**src/logic/cpts_pkg.sv**
```systemverilog
`default_nettype none
package cpts_pkg;

  // Block dimensions.
  localparam int NUM_CHAN = 5;
  localparam int NUM_TMR  = 3;
  localparam int CNT_W    = 16;

  // Register byte addresses.
  localparam logic [7:0] ADDR_CTRL0    = 8'h00;
  localparam logic [7:0] CTRL_STRIDE   = 8'h04;
  localparam logic [7:0] ADDR_VAL_LO0  = 8'h20;
  localparam logic [7:0] ADDR_VAL_HI0  = 8'h24;
  localparam logic [7:0] VAL_STRIDE    = 8'h08;
  localparam logic [7:0] ADDR_SEL_A    = 8'h50;
  localparam logic [7:0] ADDR_SEL_B    = 8'h54;
  localparam logic [7:0] ADDR_TMR_CTL  = 8'h58;
  localparam logic [7:0] ADDR_TMR_CNT0 = 8'h5C;
  localparam logic [7:0] TMR_STRIDE    = 8'h04;
  localparam logic [7:0] ADDR_INT_STAT = 8'h68;
  localparam logic [7:0] ADDR_INT_MASK = 8'h6C;

  // Reset values and writable-bit masks.
  localparam logic [7:0]  CTRL_RESET     = 8'h00;
  localparam logic [7:0]  SEL_A_RESET    = 8'h00;
  localparam logic [7:0]  SEL_B_RESET    = 8'h00;
  localparam logic [7:0]  SEL_A_MASK     = 8'hDB;
  localparam logic [7:0]  SEL_B_MASK     = 8'h0F;
  localparam logic [11:0] TMR_CTL_RESET  = 12'h000;
  localparam logic [11:0] TMR_CTL_MASK   = 12'h777;
  localparam logic [4:0]  INT_RESET      = 5'h00;
  localparam logic [15:0] VAL_RESET      = 16'h0000;

  // Field positions.
  localparam int SEL_A_CH1_LSB = 0;
  localparam int SEL_A_CH2_LSB = 3;
  localparam int SEL_A_CH3_LSB = 6;
  localparam int SEL_B_CH4_LSB = 0;
  localparam int SEL_B_CH5_LSB = 2;
  localparam int TMR_FIELD_W   = 4;
  localparam int TMR_SRC_LSB   = 0;
  localparam int TMR_EN_BIT    = 2;

  // Channel mode field encodings.
  localparam logic [3:0] MODE_OFF        = 4'h0;
  localparam logic [3:0] MODE_CAP_FALL   = 4'h4;
  localparam logic [3:0] MODE_CAP_RISE   = 4'h5;
  localparam logic [3:0] MODE_CAP_RISE4  = 4'h6;
  localparam logic [3:0] MODE_CAP_RISE16 = 4'h7;
  localparam logic [1:0] MODE_CAP_GROUP  = 2'h1;

  // Last prescaler count before a capture fires.
  localparam logic [3:0] PS_LAST_1  = 4'h0;
  localparam logic [3:0] PS_LAST_4  = 4'h3;
  localparam logic [3:0] PS_LAST_16 = 4'hF;

  // Timer choice encodings.
  localparam logic [1:0] TSEL_T1   = 2'h0;
  localparam logic [1:0] TSEL_T3   = 2'h1;
  localparam logic [1:0] TSEL_T5   = 2'h2;
  localparam logic [1:0] TSEL_RSVD = 2'h3;

  // Time-base clock sources.
  localparam logic [1:0] SRC_SYS    = 2'h0;
  localparam logic [1:0] SRC_INSTR  = 2'h1;
  localparam logic [1:0] SRC_SOSC   = 2'h2;
  localparam logic [1:0] SRC_EXTPIN = 2'h3;
  localparam logic [1:0] INSTR_DIV_LAST = 2'h3;

  // A synchronised level moves only once the last two stages agree.
  function automatic logic filtNext(input logic s2, input logic s3, input logic filt);
    filtNext = (s2 == s3) ? s2 : filt;
  endfunction : filtNext

endpackage : cpts_pkg
`default_nettype wire

```
**src/logic/cpts_capture_unit.sv**
```systemverilog
// Notes on behaviour
// Four capture prescaler settings via mode field.
// Prescaler cleared when off or not capturing.
// Any reset clears every prescaler counter.
// Changing prescaler in capture keeps the count.
// Software should switch channel off before changing.
// Capture time base is a 16-bit timer.
// Timer clocks: system, quarter, oscillator, pin.
// Internal-clocked timer halts in sleep, resumes.
// Pin-clocked timer keeps capture alive in sleep.
// Timer choice codes 00, 01, 10; 11 reserved.
// First select register: bits 1-0, 4-3, 7-6.
// Second select register: bits 1-0, 3-2, upper zero.
// Each channel has 16-bit value, high and low.
// Capture copies timer count and sets flag.
`timescale 1ns/1ps
`default_nettype none
module cpts_capture_unit #(
  parameter int NCH = cpts_pkg::NUM_CHAN,
  parameter int W   = cpts_pkg::CNT_W
) (
  // Clock and reset
  input  wire logic          ref_clk,
  input  wire logic          rst_n,
  // APB slave
  input  wire logic          psel,
  input  wire logic          penable,
  input  wire logic          pwrite,
  input  wire logic [7:0]    paddr,
  input  wire logic [31:0]   pwdata,
  output var  logic [31:0]   prdata,
  output var  logic          pready,
  output var  logic          pslverr,
  // Pins and power state
  input  wire logic [NCH-1:0] capturePin,
  input  wire logic           secOscPin,
  input  wire logic [2:0]     timerExtClkPin,
  input  wire logic           sleepMode,
  // Interrupt
  output var  logic           irq
);

  localparam int NT = cpts_pkg::NUM_TMR;

  // Software-visible register storage.
  logic [7:0]     ctrl_r [NCH];
  logic [W-1:0]   val_r [NCH];
  logic [7:0]     selA_r;
  logic [7:0]     selB_r;
  logic [11:0]    tmrCtl_r;
  logic [NCH-1:0] intStat_r;
  logic [NCH-1:0] intStat_nxt;
  logic [NCH-1:0] intMask_r;
  logic           respDone_r;
  logic [31:0]    prdata_r;
  logic           pslverr_r;
  logic [31:0]    readData;
  logic           addrHit;

  // Wiring between the timers, the channels and the bus decoder.
  logic [W-1:0]   tmrCount [NT];
  logic [NCH-1:0] capEvent;
  logic [W-1:0]   capData [NCH];
  logic [1:0]     chanSel [NCH];
  logic [W-1:0]   chanBase [NCH];
  logic [NCH-1:0] ctrlHit;
  logic [NCH-1:0] valLoHit;
  logic [NCH-1:0] valHiHit;
  logic [NT-1:0]  tmrCntHit;

  function automatic logic [7:0] regAddr(input logic [7:0] base,
                                         input logic [7:0] stride,
                                         input int         idx);
    logic [7:0] step;
    step    = 8'(idx);
    regAddr = 8'(base + 8'(stride * step));
  endfunction : regAddr

  // Reserved code 11 falls back to the first timer rather than a floating value.
  function automatic logic [W-1:0] pickTimer(input logic [1:0]   sel,
                                             input logic [W-1:0] t1,
                                             input logic [W-1:0] t3,
                                             input logic [W-1:0] t5);
    case (sel)
      cpts_pkg::TSEL_T3: pickTimer = t3;
      cpts_pkg::TSEL_T5: pickTimer = t5;
      default:           pickTimer = t1;
    endcase
  endfunction : pickTimer

  // Bus handshake: one wait state, so read data always comes from a flop.
  wire access = psel & penable;
  wire sample = access & ~respDone_r;
  assign pready  = access & respDone_r;
  assign pslverr = pready & pslverr_r;
  assign prdata  = prdata_r;
  wire wrEn = pready & pwrite;

  wire selAHit    = (paddr == cpts_pkg::ADDR_SEL_A);
  wire selBHit    = (paddr == cpts_pkg::ADDR_SEL_B);
  wire tmrCtlHit  = (paddr == cpts_pkg::ADDR_TMR_CTL);
  wire intStatHit = (paddr == cpts_pkg::ADDR_INT_STAT);
  wire intMaskHit = (paddr == cpts_pkg::ADDR_INT_MASK);

  // Write strobes, one per register; each can only fire while pready is high.
  wire           selAWr    = wrEn & selAHit;
  wire           selBWr    = wrEn & selBHit;
  wire           tmrCtlWr  = wrEn & tmrCtlHit;
  wire           intStatWr = wrEn & intStatHit;
  wire           intMaskWr = wrEn & intMaskHit;
  wire [NCH-1:0] ctrlWr    = {NCH{wrEn}} & ctrlHit;
  wire [NCH-1:0] valLoWr   = {NCH{wrEn}} & valLoHit;
  wire [NCH-1:0] valHiWr   = {NCH{wrEn}} & valHiHit;

  // Zero-extended read words; the upper lanes of every register read zero.
  wire [31:0]    selAWord    = {24'h00_0000, selA_r};
  wire [31:0]    selBWord    = {24'h00_0000, selB_r};
  wire [31:0]    tmrCtlWord  = {20'h0_0000, tmrCtl_r};
  wire [31:0]    intStatWord = {{(32-NCH){1'b0}}, intStat_r};
  wire [31:0]    intMaskWord = {{(32-NCH){1'b0}}, intMask_r};

  // Per-channel timer choice fields.
  assign chanSel[0] = selA_r[cpts_pkg::SEL_A_CH1_LSB +: 2];
  assign chanSel[1] = selA_r[cpts_pkg::SEL_A_CH2_LSB +: 2];
  assign chanSel[2] = selA_r[cpts_pkg::SEL_A_CH3_LSB +: 2];
  assign chanSel[3] = selB_r[cpts_pkg::SEL_B_CH4_LSB +: 2];
  assign chanSel[4] = selB_r[cpts_pkg::SEL_B_CH5_LSB +: 2];

  // Each timer keeps its own oscillator synchroniser: a few more flops, but the
  // timers stay independent and a timer left idle can be trimmed away.
  genvar gi;
  generate
    for (gi = 0; gi < NT; gi++) begin : g_tmr
      assign tmrCntHit[gi] = (paddr == regAddr(cpts_pkg::ADDR_TMR_CNT0,
                                               cpts_pkg::TMR_STRIDE, gi));
      cpts_timebase #(
        .W (W)
      ) cpts_timebase_inst (
        .ref_clk   (ref_clk),
        .rst_n     (rst_n),
        .clkSrc    (tmrCtl_r[gi*cpts_pkg::TMR_FIELD_W + cpts_pkg::TMR_SRC_LSB +: 2]),
        .enable    (tmrCtl_r[gi*cpts_pkg::TMR_FIELD_W + cpts_pkg::TMR_EN_BIT]),
        .sleepMode (sleepMode),
        .soscPin   (secOscPin),
        .extClkPin (timerExtClkPin[gi]),
        .count     (tmrCount[gi])
      );
    end
    for (gi = 0; gi < NCH; gi++) begin : g_chan
      assign ctrlHit[gi]  = (paddr == regAddr(cpts_pkg::ADDR_CTRL0,
                                              cpts_pkg::CTRL_STRIDE, gi));
      assign valLoHit[gi] = (paddr == regAddr(cpts_pkg::ADDR_VAL_LO0,
                                              cpts_pkg::VAL_STRIDE, gi));
      assign valHiHit[gi] = (paddr == regAddr(cpts_pkg::ADDR_VAL_HI0,
                                              cpts_pkg::VAL_STRIDE, gi));
      assign chanBase[gi] = pickTimer(chanSel[gi], tmrCount[0], tmrCount[1],
                                      tmrCount[2]);
      // A channel sees only the timer that its choice field names.
      cpts_channel #(
        .W (W)
      ) cpts_channel_inst (
        .ref_clk    (ref_clk),
        .rst_n      (rst_n),
        .mode       (ctrl_r[gi][3:0]),
        .timerCount (chanBase[gi]),
        .capPin     (capturePin[gi]),
        .capEvent   (capEvent[gi]),
        .capData    (capData[gi])
      );
    end
  endgenerate

  // Read mux; unmapped addresses read zero and raise pslverr.
  always_comb begin
    readData = 32'h0000_0000;
    addrHit  = 1'b0;

    for (int i = 0; i < NCH; i++) begin
      if (ctrlHit[i]) begin
        readData = {24'h00_0000, ctrl_r[i]};
        addrHit  = 1'b1;
      end

      if (valLoHit[i]) begin
        readData = {24'h00_0000, val_r[i][7:0]};
        addrHit  = 1'b1;
      end

      if (valHiHit[i]) begin
        readData = {24'h00_0000, val_r[i][15:8]};
        addrHit  = 1'b1;
      end
    end

    for (int k = 0; k < NT; k++) begin
      if (tmrCntHit[k]) begin
        readData = {16'h0000, tmrCount[k]};
        addrHit  = 1'b1;
      end
    end

    if (selAHit) begin
      readData = selAWord;
      addrHit  = 1'b1;
    end

    if (selBHit) begin
      readData = selBWord;
      addrHit  = 1'b1;
    end

    if (tmrCtlHit) begin
      readData = tmrCtlWord;
      addrHit  = 1'b1;
    end

    if (intStatHit) begin
      readData = intStatWord;
      addrHit  = 1'b1;
    end

    if (intMaskHit) begin
      readData = intMaskWord;
      addrHit  = 1'b1;
    end
  end

  // A capture in the same cycle as a write-one-to-clear keeps its flag set.
  wire [NCH-1:0] w1c = intStatWr ? pwdata[NCH-1:0] : '0;
  assign intStat_nxt = (intStat_r & ~w1c) | capEvent;
  // Built from flops only, so the interrupt line cannot glitch during a bus cycle.
  wire [NCH-1:0] pending = intStat_r & intMask_r;
  assign irq = |pending;

  // Read data is captured at the first access edge, so it is steady while pready is high.
  always_ff @(posedge ref_clk) begin
    if (!rst_n) begin
      respDone_r <= 1'b0;
      prdata_r   <= 32'h0000_0000;
      pslverr_r  <= 1'b0;
    end else begin
      respDone_r <= sample;

      if (sample) begin
        prdata_r  <= pwrite ? 32'h0000_0000 : readData;
        pslverr_r <= ~addrHit;
      end
    end
  end

  // Unused select bits are dropped on write, so they always read back as zero.
  always_ff @(posedge ref_clk) begin
    if (!rst_n) begin
      selA_r    <= cpts_pkg::SEL_A_RESET;
      selB_r    <= cpts_pkg::SEL_B_RESET;
      tmrCtl_r  <= cpts_pkg::TMR_CTL_RESET;
      intStat_r <= cpts_pkg::INT_RESET;
      intMask_r <= cpts_pkg::INT_RESET;
    end else begin
      intStat_r <= intStat_nxt;
      if (selAWr) begin
        selA_r <= pwdata[7:0] & cpts_pkg::SEL_A_MASK;
      end

      if (selBWr) begin
        selB_r <= pwdata[7:0] & cpts_pkg::SEL_B_MASK;
      end

      if (tmrCtlWr) begin
        tmrCtl_r <= pwdata[11:0] & cpts_pkg::TMR_CTL_MASK;
      end

      if (intMaskWr) begin
        intMask_r <= pwdata[NCH-1:0];
      end
    end
  end

  // Channel control and value storage; a capture beats a software write.
  always_ff @(posedge ref_clk) begin
    for (int i = 0; i < NCH; i++) begin
      if (!rst_n) begin
        ctrl_r[i] <= cpts_pkg::CTRL_RESET;
        val_r[i]  <= cpts_pkg::VAL_RESET;
      end else begin
        if (ctrlWr[i]) begin
          ctrl_r[i] <= pwdata[7:0];
        end

        if (capEvent[i]) begin
          val_r[i] <= capData[i];
        end else if (valLoWr[i]) begin
          val_r[i][7:0] <= pwdata[7:0];
        end else if (valHiWr[i]) begin
          val_r[i][15:8] <= pwdata[7:0];
        end
      end
    end
  end

endmodule : cpts_capture_unit
`default_nettype wire

```
**src/logic/cpts_timebase.sv**
```systemverilog
`timescale 1ns/1ps
`default_nettype none
module cpts_timebase #(
  parameter int W = 16
) (
  // Clock and reset
  input  wire logic         ref_clk,
  input  wire logic         rst_n,
  // Configuration
  input  wire logic [1:0]   clkSrc,
  input  wire logic         enable,
  input  wire logic         sleepMode,
  // Raw clock pins
  input  wire logic         soscPin,
  input  wire logic         extClkPin,
  // Count
  output var  logic [W-1:0] count
);

  logic [2:0]   soscSync_r;
  logic [2:0]   extSync_r;
  logic         soscFilt_r;
  logic         extFilt_r;
  logic [1:0]   div_r;
  logic [W-1:0] count_r;
  wire          soscRise = soscSync_r[1] & soscSync_r[2] & ~soscFilt_r;
  wire          extRise  = extSync_r[1] & extSync_r[2] & ~extFilt_r;
  wire          instrTick = (div_r == cpts_pkg::INSTR_DIV_LAST);
  // Internal sources halt in sleep; pin sources keep running.
  wire          tick = (clkSrc == cpts_pkg::SRC_SYS)   ? ~sleepMode :
                       (clkSrc == cpts_pkg::SRC_INSTR) ? (~sleepMode & instrTick) :
                       (clkSrc == cpts_pkg::SRC_SOSC)  ? soscRise : extRise;

  always_ff @(posedge ref_clk) begin
    if (!rst_n) begin
      soscSync_r <= 3'h0;
      extSync_r  <= 3'h0;
      soscFilt_r <= 1'b0;
      extFilt_r  <= 1'b0;
      div_r      <= 2'h0;
      count_r    <= '0;
    end else begin
      soscSync_r <= {soscSync_r[1:0], soscPin};
      extSync_r  <= {extSync_r[1:0], extClkPin};
      soscFilt_r <= cpts_pkg::filtNext(soscSync_r[1], soscSync_r[2], soscFilt_r);
      extFilt_r  <= cpts_pkg::filtNext(extSync_r[1], extSync_r[2], extFilt_r);
      // The divider freezes in sleep so the count resumes where it stopped.
      if (!sleepMode) begin
        div_r <= div_r + 2'h1;
      end
      if (enable && tick) begin
        count_r <= count_r + {{(W-1){1'b0}}, 1'b1};
      end
    end
  end

  assign count = count_r;

endmodule : cpts_timebase
`default_nettype wire

```
**src/logic/cpts_channel.sv**
```systemverilog
`timescale 1ns/1ps
`default_nettype none
module cpts_channel #(
  parameter int W = 16
) (
  // Clock and reset
  input  wire logic         ref_clk,
  input  wire logic         rst_n,
  // Configuration and time base
  input  wire logic [3:0]   mode,
  input  wire logic [W-1:0] timerCount,
  // Raw capture pin
  input  wire logic         capPin,
  // Capture result
  output var  logic         capEvent,
  output var  logic [W-1:0] capData
);

  logic [2:0]   pinSync_r;
  logic         pinFilt_r;
  logic [3:0]   psCount_r;
  logic         capEvent_r;
  logic [W-1:0] capData_r;

  wire       rise    = pinSync_r[1] & pinSync_r[2] & ~pinFilt_r;
  wire       fall    = ~pinSync_r[1] & ~pinSync_r[2] & pinFilt_r;
  wire       capMode = (mode[3:2] == cpts_pkg::MODE_CAP_GROUP);
  // Four prescaler settings: every falling, every rising, 4th and 16th rising.
  wire       hit     = capMode & ((mode == cpts_pkg::MODE_CAP_FALL) ? fall : rise);
  wire [3:0] psLast  = (mode == cpts_pkg::MODE_CAP_RISE4)  ? cpts_pkg::PS_LAST_4 :
                       (mode == cpts_pkg::MODE_CAP_RISE16) ? cpts_pkg::PS_LAST_16 :
                       cpts_pkg::PS_LAST_1;
  // Using >= means a stale count after a setting change can fire early.
  wire       psFire  = hit & (psCount_r >= psLast);

  always_ff @(posedge ref_clk) begin
    if (!rst_n) begin
      pinSync_r  <= 3'h0;
      pinFilt_r  <= 1'b0;
      psCount_r  <= 4'h0;
      capEvent_r <= 1'b0;
      capData_r  <= '0;
    end else begin
      pinSync_r  <= {pinSync_r[1:0], capPin};
      pinFilt_r  <= cpts_pkg::filtNext(pinSync_r[1], pinSync_r[2], pinFilt_r);
      capEvent_r <= psFire;
      if (!capMode) begin
        psCount_r <= 4'h0;
      end else if (psFire) begin
        psCount_r <= 4'h0;
      end else if (hit) begin
        psCount_r <= psCount_r + 4'h1;
      end
      if (psFire) begin
        capData_r <= timerCount;
      end
    end
  end

  assign capEvent = capEvent_r;
  assign capData  = capData_r;

endmodule : cpts_channel
`default_nettype wire

```
**config.mk**
```make
export PLATFORM = sky130hd
export DESIGN_NAME = cpts_capture_unit
export DESIGN_NICKNAME = d
export VERILOG_FILES = /design/src/logic/cpts_pkg.sv /design/src/logic/cpts_capture_unit.sv /design/src/logic/cpts_timebase.sv /design/src/logic/cpts_channel.sv
export SDC_FILE = /design/constraint.sdc
export NUM_CORES = 1
export LEC_CHECK = 0
export ABC_CLOCK_PERIOD_IN_PS = 2800
export BUFFER_PORTS_ARGS = -buffer_cell sky130_fd_sc_hd__buf_2
export CORE_UTILIZATION = 55
export DETAILED_ROUTE_END_ITERATION = 10
export PLACE_DENSITY = 0.72
export RECOVER_POWER = 50
export SETUP_SLACK_MARGIN = 0.5
export SYNTH_ARGS = -nofsm -noshare
export SYNTH_HDL_FRONTEND = slang
export SYNTH_HIERARCHICAL = 1
export SYNTH_SLANG_ARGS = --single-unit
```
**constraint.sdc**
```tcl
create_clock -name ref_clk -period 2.8 [get_ports ref_clk]
set_input_delay 0.28 -clock ref_clk [delete_from_list [all_inputs] [get_ports ref_clk]]
set_output_delay 0.28 -clock ref_clk [all_outputs]
set_load 0.01 [all_outputs]
```
After elaboration in Yosys (flattened, before gate mapping)
Memory sizes are Yosys's and may differ from the RTL's.
Cells that the tools add are included.
{"block": "word_totals", "n_memories": 2, "mem_bits_rw": 120, "regBits": 266}
{"name": "val_r", "depth": 5, "width": 16, "read_ports": 5, "rd_ports_with_merged_regs": 0, "wr": 5, "line": "cpts_capture_unit.sv:47", "source": "logic [W-1:0] val_r [NCH];"}
{"name": "ctrl_r", "depth": 5, "width": 8, "read_ports": 5, "rd_ports_with_merged_regs": 0, "wr": 5, "line": "cpts_capture_unit.sv:46", "source": "logic [7:0] ctrl_r [NCH];"}
{"block": "classes", "eq_ne": 72, "bitwise": 112, "magnitude_cmp": 5, "n_mux": 173, "n_reduce_logical": 13, "addsub": 11}
{"op": "2-to-1 mux 32 bit", "count": 23}
{"op": "one-hot mux 16 bit (2 select lines)", "count": 5}
{"op": "2-to-1 mux 8 bit", "count": 16}
{"op": "2-to-1 mux 1 bit", "count": 113}
{"op": "== test 8 x 7 -> 1 bit (second input constant)", "count": 10}
{"op": "2-to-1 mux 16 bit", "count": 5}
{"op": "== test 8 x 6 -> 1 bit (second input constant)", "count": 8}
{"op": "== test 4 x 3 -> 1 bit (second input constant)", "count": 15}
{"op": "AND 1 bit", "count": 55}
{"op": "adder 16 x 1 -> 16 bit (second input constant)", "count": 3}
{"op": "2-to-1 mux 4 bit", "count": 10}
{"op": "inverter 1 bit", "count": 30}
{"op": "== test 2 x 1 -> 1 bit (second input constant)", "count": 13}
{"op": "AND 5 bit", "count": 5}
{"op": "== test 2 bit (second input constant)", "count": 11}
{"op": "adder 4 x 1 -> 4 bit (second input constant)", "count": 5}
{"op": ">= comparator 4 bit", "count": 5}
{"op": "bitwise OR 1 bit", "count": 20}
{"op": "== test 8 x 4 -> 1 bit (second input constant)", "count": 2}
{"op": "OR reduction 3 bit", "count": 5}
{"op": "== test 1 bit", "count": 11}
{"op": "== test 8 x 3 -> 1 bit (second input constant)", "count": 1}
{"op": "== test 8 x 5 -> 1 bit (second input constant)", "count": 1}
{"op": "logical NOT 8 bit", "count": 1}
{"op": "7 further kinds", "count": 13}

Longest topological paths before layout
{"block": "depth", "ltp_word": 25, "mapped_depth": 9, "ltp_nobuf": 8}

Modules after synthesis
The synthesis kept the hierarchy.
{"mod": "cpts_capture_unit", "area_each_um2": 11018.1, "n_inst": 1, "cells_each": 1217, "seq_area_each_um2": 4544.4}
{"mod": "cpts_channel", "area_each_um2": 1001.0, "n_inst": 5, "cells_each": 88, "seq_area_each_um2": 500.5}
{"mod": "cpts_timebase", "area_each_um2": 1316.3, "n_inst": 3, "cells_each": 142, "seq_area_each_um2": 520.5}

Worst setup path before layout
No wires, ideal clock.
{"block": "synth_timing", "kind": "input-to-reg", "start": "in paddr[2]", "end": "mem ctrl_r[0][0] (enable)", "setup_slack_ns": 0.501, "t_arrival_ns": 1.915, "path_stages": 6, "setup_time_ns": 0.384, "path_buffers": 3, "path_cell_list": "buf_2 -> buf_4 -> nor4_4 -> nand2_1 -> clkbuf_1 -> o21ai_0"}
{"element": "start: declaration", "line": "cpts_capture_unit.sv:29", "source": "input wire logic [7:0] paddr,"}
{"element": "end: declaration", "line": "cpts_capture_unit.sv:46"}

==> results_dict.tcl <==
set metrics [dict create \
    r2r-start "respDone_r" \
    clk_latency_ns 0.58 \
    synth_edf_count 120 \
    endpoint_kind "flop" \
    finalHoldViolCount 0 \
    startpoint_type "input port" \
    gp_congestion 1.049 \
    worst_slew_pin_slew_ns 1.021 \
    placed_cell_area_um2 20820 \
    ant_nets 0 \
    r2r_slack_ns 0.35 \
    preCtsSetupSlack_ns 0.2002 \
    cts_root_buf "clkbuf_16" \
    violations "DRC" \
    track_usage_pct 37.14 \
    dp_hpwl_um 48810 \
    met2_usage_pct 56.92 \
    min_period_ns 2.486 \
    synth_area_leaders "dfxtp_1 25%, edfxtp_1 18%, a22o_1 7.1%" \
    synth_area_leader_cell "dfxtp_1" \
    ys_seq_elements 370 \
    status "finished with violations" \
    areaGrowthSynthToFinish_pct 15.03 \
    holdPathStages 3 \
    clkTransAtPathRegs_ns 0.06 \
    synth_top_area_share_pct 25.06 \
    synthCells 2083 \
    rsz0062_at_grt "yes" \
    io_pins 90 \
    route.detailed.drc 12 \
    p_per_area_nw_per_um2 529.9 \
    route.detailed.wl_per_inst_um 26.64 \
    cts.sinks 370 \
    cap_violations 0 \
    use_met3_pct 7.438 \
    antenna_found_initial 0 \
    fin_worst_skew_ns 0.02957 \
    r2r_end "val_r[4][9]" \
    post_drt_via_cell_ratio 6.703 \
    fin_nets 2304 \
    core_um2 35660 \
    criticalPathCategory "input port to flop" \
    grt_use_met1_pct 49.30 \
    leakage_nw 8.013 \
    htreeDepth 2 \
    synth_area_per_cell_um2 9.588 \
    ys_warn_count 6 \
    max_freq_mhz 402.3 \
    netlist-cell-type-count 87 \
    grt_pass1_wl_um 101700 \
    ir_drop_v 0.0005362 \
    ys.flop_type "dfxtp_1" \
    rr_worst_depth 6 \
    cts_buffers 41 \
    die_x_um 192.6 \
    grt_max_degree 100 \
    path_max_fanout 14 \
    first_pass_iters 10 \
    slew_violations 0 \
    crit_path_cell_trace "clkbuf_1, nor3_1, clkbuf_1, nand3_1, nor3_1, a22o_1" \
    cp.required_ns 3.22 \
    slew_headroom_pct 31.96 \
    io_buffer_count 52 \
    drt_wl_total_um 71540 \
    start_util_pct 56.01 \
    num-fill-cells 2884 \
    antenna_cells 0 \
    min_period_over_period_pct 88.77 \
    top_usage_layer "met2" \
    critPathArrivalTime_ns 2.90 \
    die-area_um2 37080 \
    hold_class "input port to flop" \
    vias 17998 \
    gr-total-overflow 0 \
    drive_gt1_share_pct 14.84 \
    synth_area_um2 19970 \
    slowest_delay_ns 0.91 \
    hold_start "sleepMode" \
    rows 69 \
    postLayoutCoreUtil_pct 64.43 \
    synthArstFlopShare_pct 0 \
    fin_setup_tns_ns 0 \
    cts_tree "built" \
    cts_buffer_depth 3 \
    die_h_um 192.6 \
    grt_pass1_vias 16153 \
    finalSetupViolCount 0 \
    drt_iter0_markers 2435 \
    fin_area_um2 22970 \
    hold_path_end "g_tmr[2].cpts_timebase_inst/div_r[1]" \
    yosysSeqAreaShare_pct 43.10 \
    critical-path-slowest-cell "nor3_1" \
    fin_ws_ns 0.3144 \
]
[cell families (layout without fill, tap and decap cells)]
family / count (synthesis) / in the layout / share of synthesized area [%]
flops: 370 / 370 / 43.10
mux: 89 / 89 / 4.573
other cells: 1 / 16 / 0.01878
simple gates: 683 / 683 / 18.57
compound gates: 653 / 658 / 24.36
buf+inv: 221 / 342 / 5.407
fa+ha+maj: 57 / 57 / 3.571
xor+xnor: 9 / 9 / 0.3947
[synth_stat cells (7+ instances only)]
cell type	number
o21a_1	7
edfxtp_1	120
nand2_1	222
nor3_1	19
nor3_2	11
mux2_2	8
a2111oi_2	17
dfxtp_1	250
mux2i_1	80
o211ai_1	8
o21ai_0	141
and4_1	7
ha_1	57
a22o_1	163
and2_1	88
inv_1	51
buf_2	35
o22ai_1	15
nand4_1	14
nand2b_1	56
clkbuf_1	85
a32oi_1	13
a21oi_1	82
o311ai_0	9
nor4_1	17
buf_4	23
nor2b_1	16
buf_1	11
or3_1	17
nor4_4	7
buf_6	16
a22oi_1	96
nor2_1	109
o31ai_1	11
or4_1	7
nand3_1	43
[per-layer routing]
metal	share of wire, %	up-vias	wire length (µm)
met5	0	-	0
met4	6.1	0	4350
met3	11	254	7926
met2	43	1113	30800
met1	40	8583	28460
li1	-	8048	-
[final cells by class]
class                   instances  area [µm²]  share of cell area (%)
clock buffers                  51        1094                   4.760
clock inverters                24       316.6                   1.378
inverters                      51       191.4                  0.8333
multi-input cells            1512       10670                   46.44
flip-flops and latches        370        8608                   37.47
well taps                     461       576.8                   2.511
repair buffers                216        1519                   6.612
[worst max path at each step]
stage | endpoint | slack, ns | from
finish | val_r[2][13] | 0.31 | paddr[1]
global route | val_r[4][11] | 0.23 | paddr[1]
CTS | g_chan[1].cpts_channel_inst/capData[0] | 0.49 | ctrl_r[1][3]
detailed placement | prdata[1] | 0.20 | paddr[7]
global placement | prdata[1] | 0.19 | paddr[4]
floorplan | ctrl_r[0][0] | 0.50 | paddr[2]
[report_power, final]
group | internal [mW] | leakage (nW) | total, mW | switching (mW)
clock network | 3.44 | 0.698 | 5.72 | 2.28
registers | 5.62 | 3.27 | 5.68 | 0.0540
logic | 0.248 | 4.05 | 0.772 | 0.524
total | 9.31 | 8.01 | 12.2 | 2.86
[worst max-delay path, delay by kind of cell]
kind	cells	cell delay [ns]
AO/OA/AOI/OAI	1	0.28
buffers and inverters	2	0.55
AND/OR/NAND/NOR	3	1.79
[through the flow]
step	instances	hold WS (ns)	power (mW)
2_1_floorplan	2098	0.4017	6.213
3_3_place_gp	2549	0.4130	6.456
3_5_place_dp	2549	0.4185	6.468
4_1_cts	2642	0.1178	12.16
5_1_grt	2685	0.2035	12.47
6_report	2685	0.1775	12.17
[registers in the layout, summed over array words and instances, names as in the netlist]
signal / flops
g_chan.cpts_channel_inst/capData: 80
val_r: 80
g_tmr.cpts_timebase_inst/count: 48
ctrl_r: 40
g_chan.cpts_channel_inst/psCount_r: 20
prdata: 16
g_chan.cpts_channel_inst/pinSync_r: 15
g_tmr.cpts_timebase_inst/extSync_r: 9
g_tmr.cpts_timebase_inst/soscSync_r: 9
tmrCtl_r: 9
g_tmr.cpts_timebase_inst/div_r: 6
selA_r: 6
g_chan.cpts_channel_inst/capEvent: 5
g_chan.cpts_channel_inst/pinFilt_r: 5
intMask_r: 5
intStat_r: 5
selB_r: 4
g_tmr.cpts_timebase_inst/extFilt_r: 3
g_tmr.cpts_timebase_inst/soscFilt_r: 3
pslverr_r: 1
respDone_r: 1
[what timing repair did]
action                                  4_1_cts  5_1_grt
cloned                                        1        8
hold buffers                                 12        0
gates resized for setup                      18       60
pin swaps                                     6       52
endpoints found under the hold margin        13        0
buffers inserted                              5       35
endpoints found under the setup margin      107      131
[layout by cell type, fill, tap and decap left out, drive strengths merged, types with 88 or more instances in the layout]
cell type  instances
dfxtp            250
nand2            222
buf              167
a22o             163
o21ai            147
edfxtp           120
nor2             112
a22oi             96
and2              88
clkbuf            88
(Power assumes the default switching activity.)
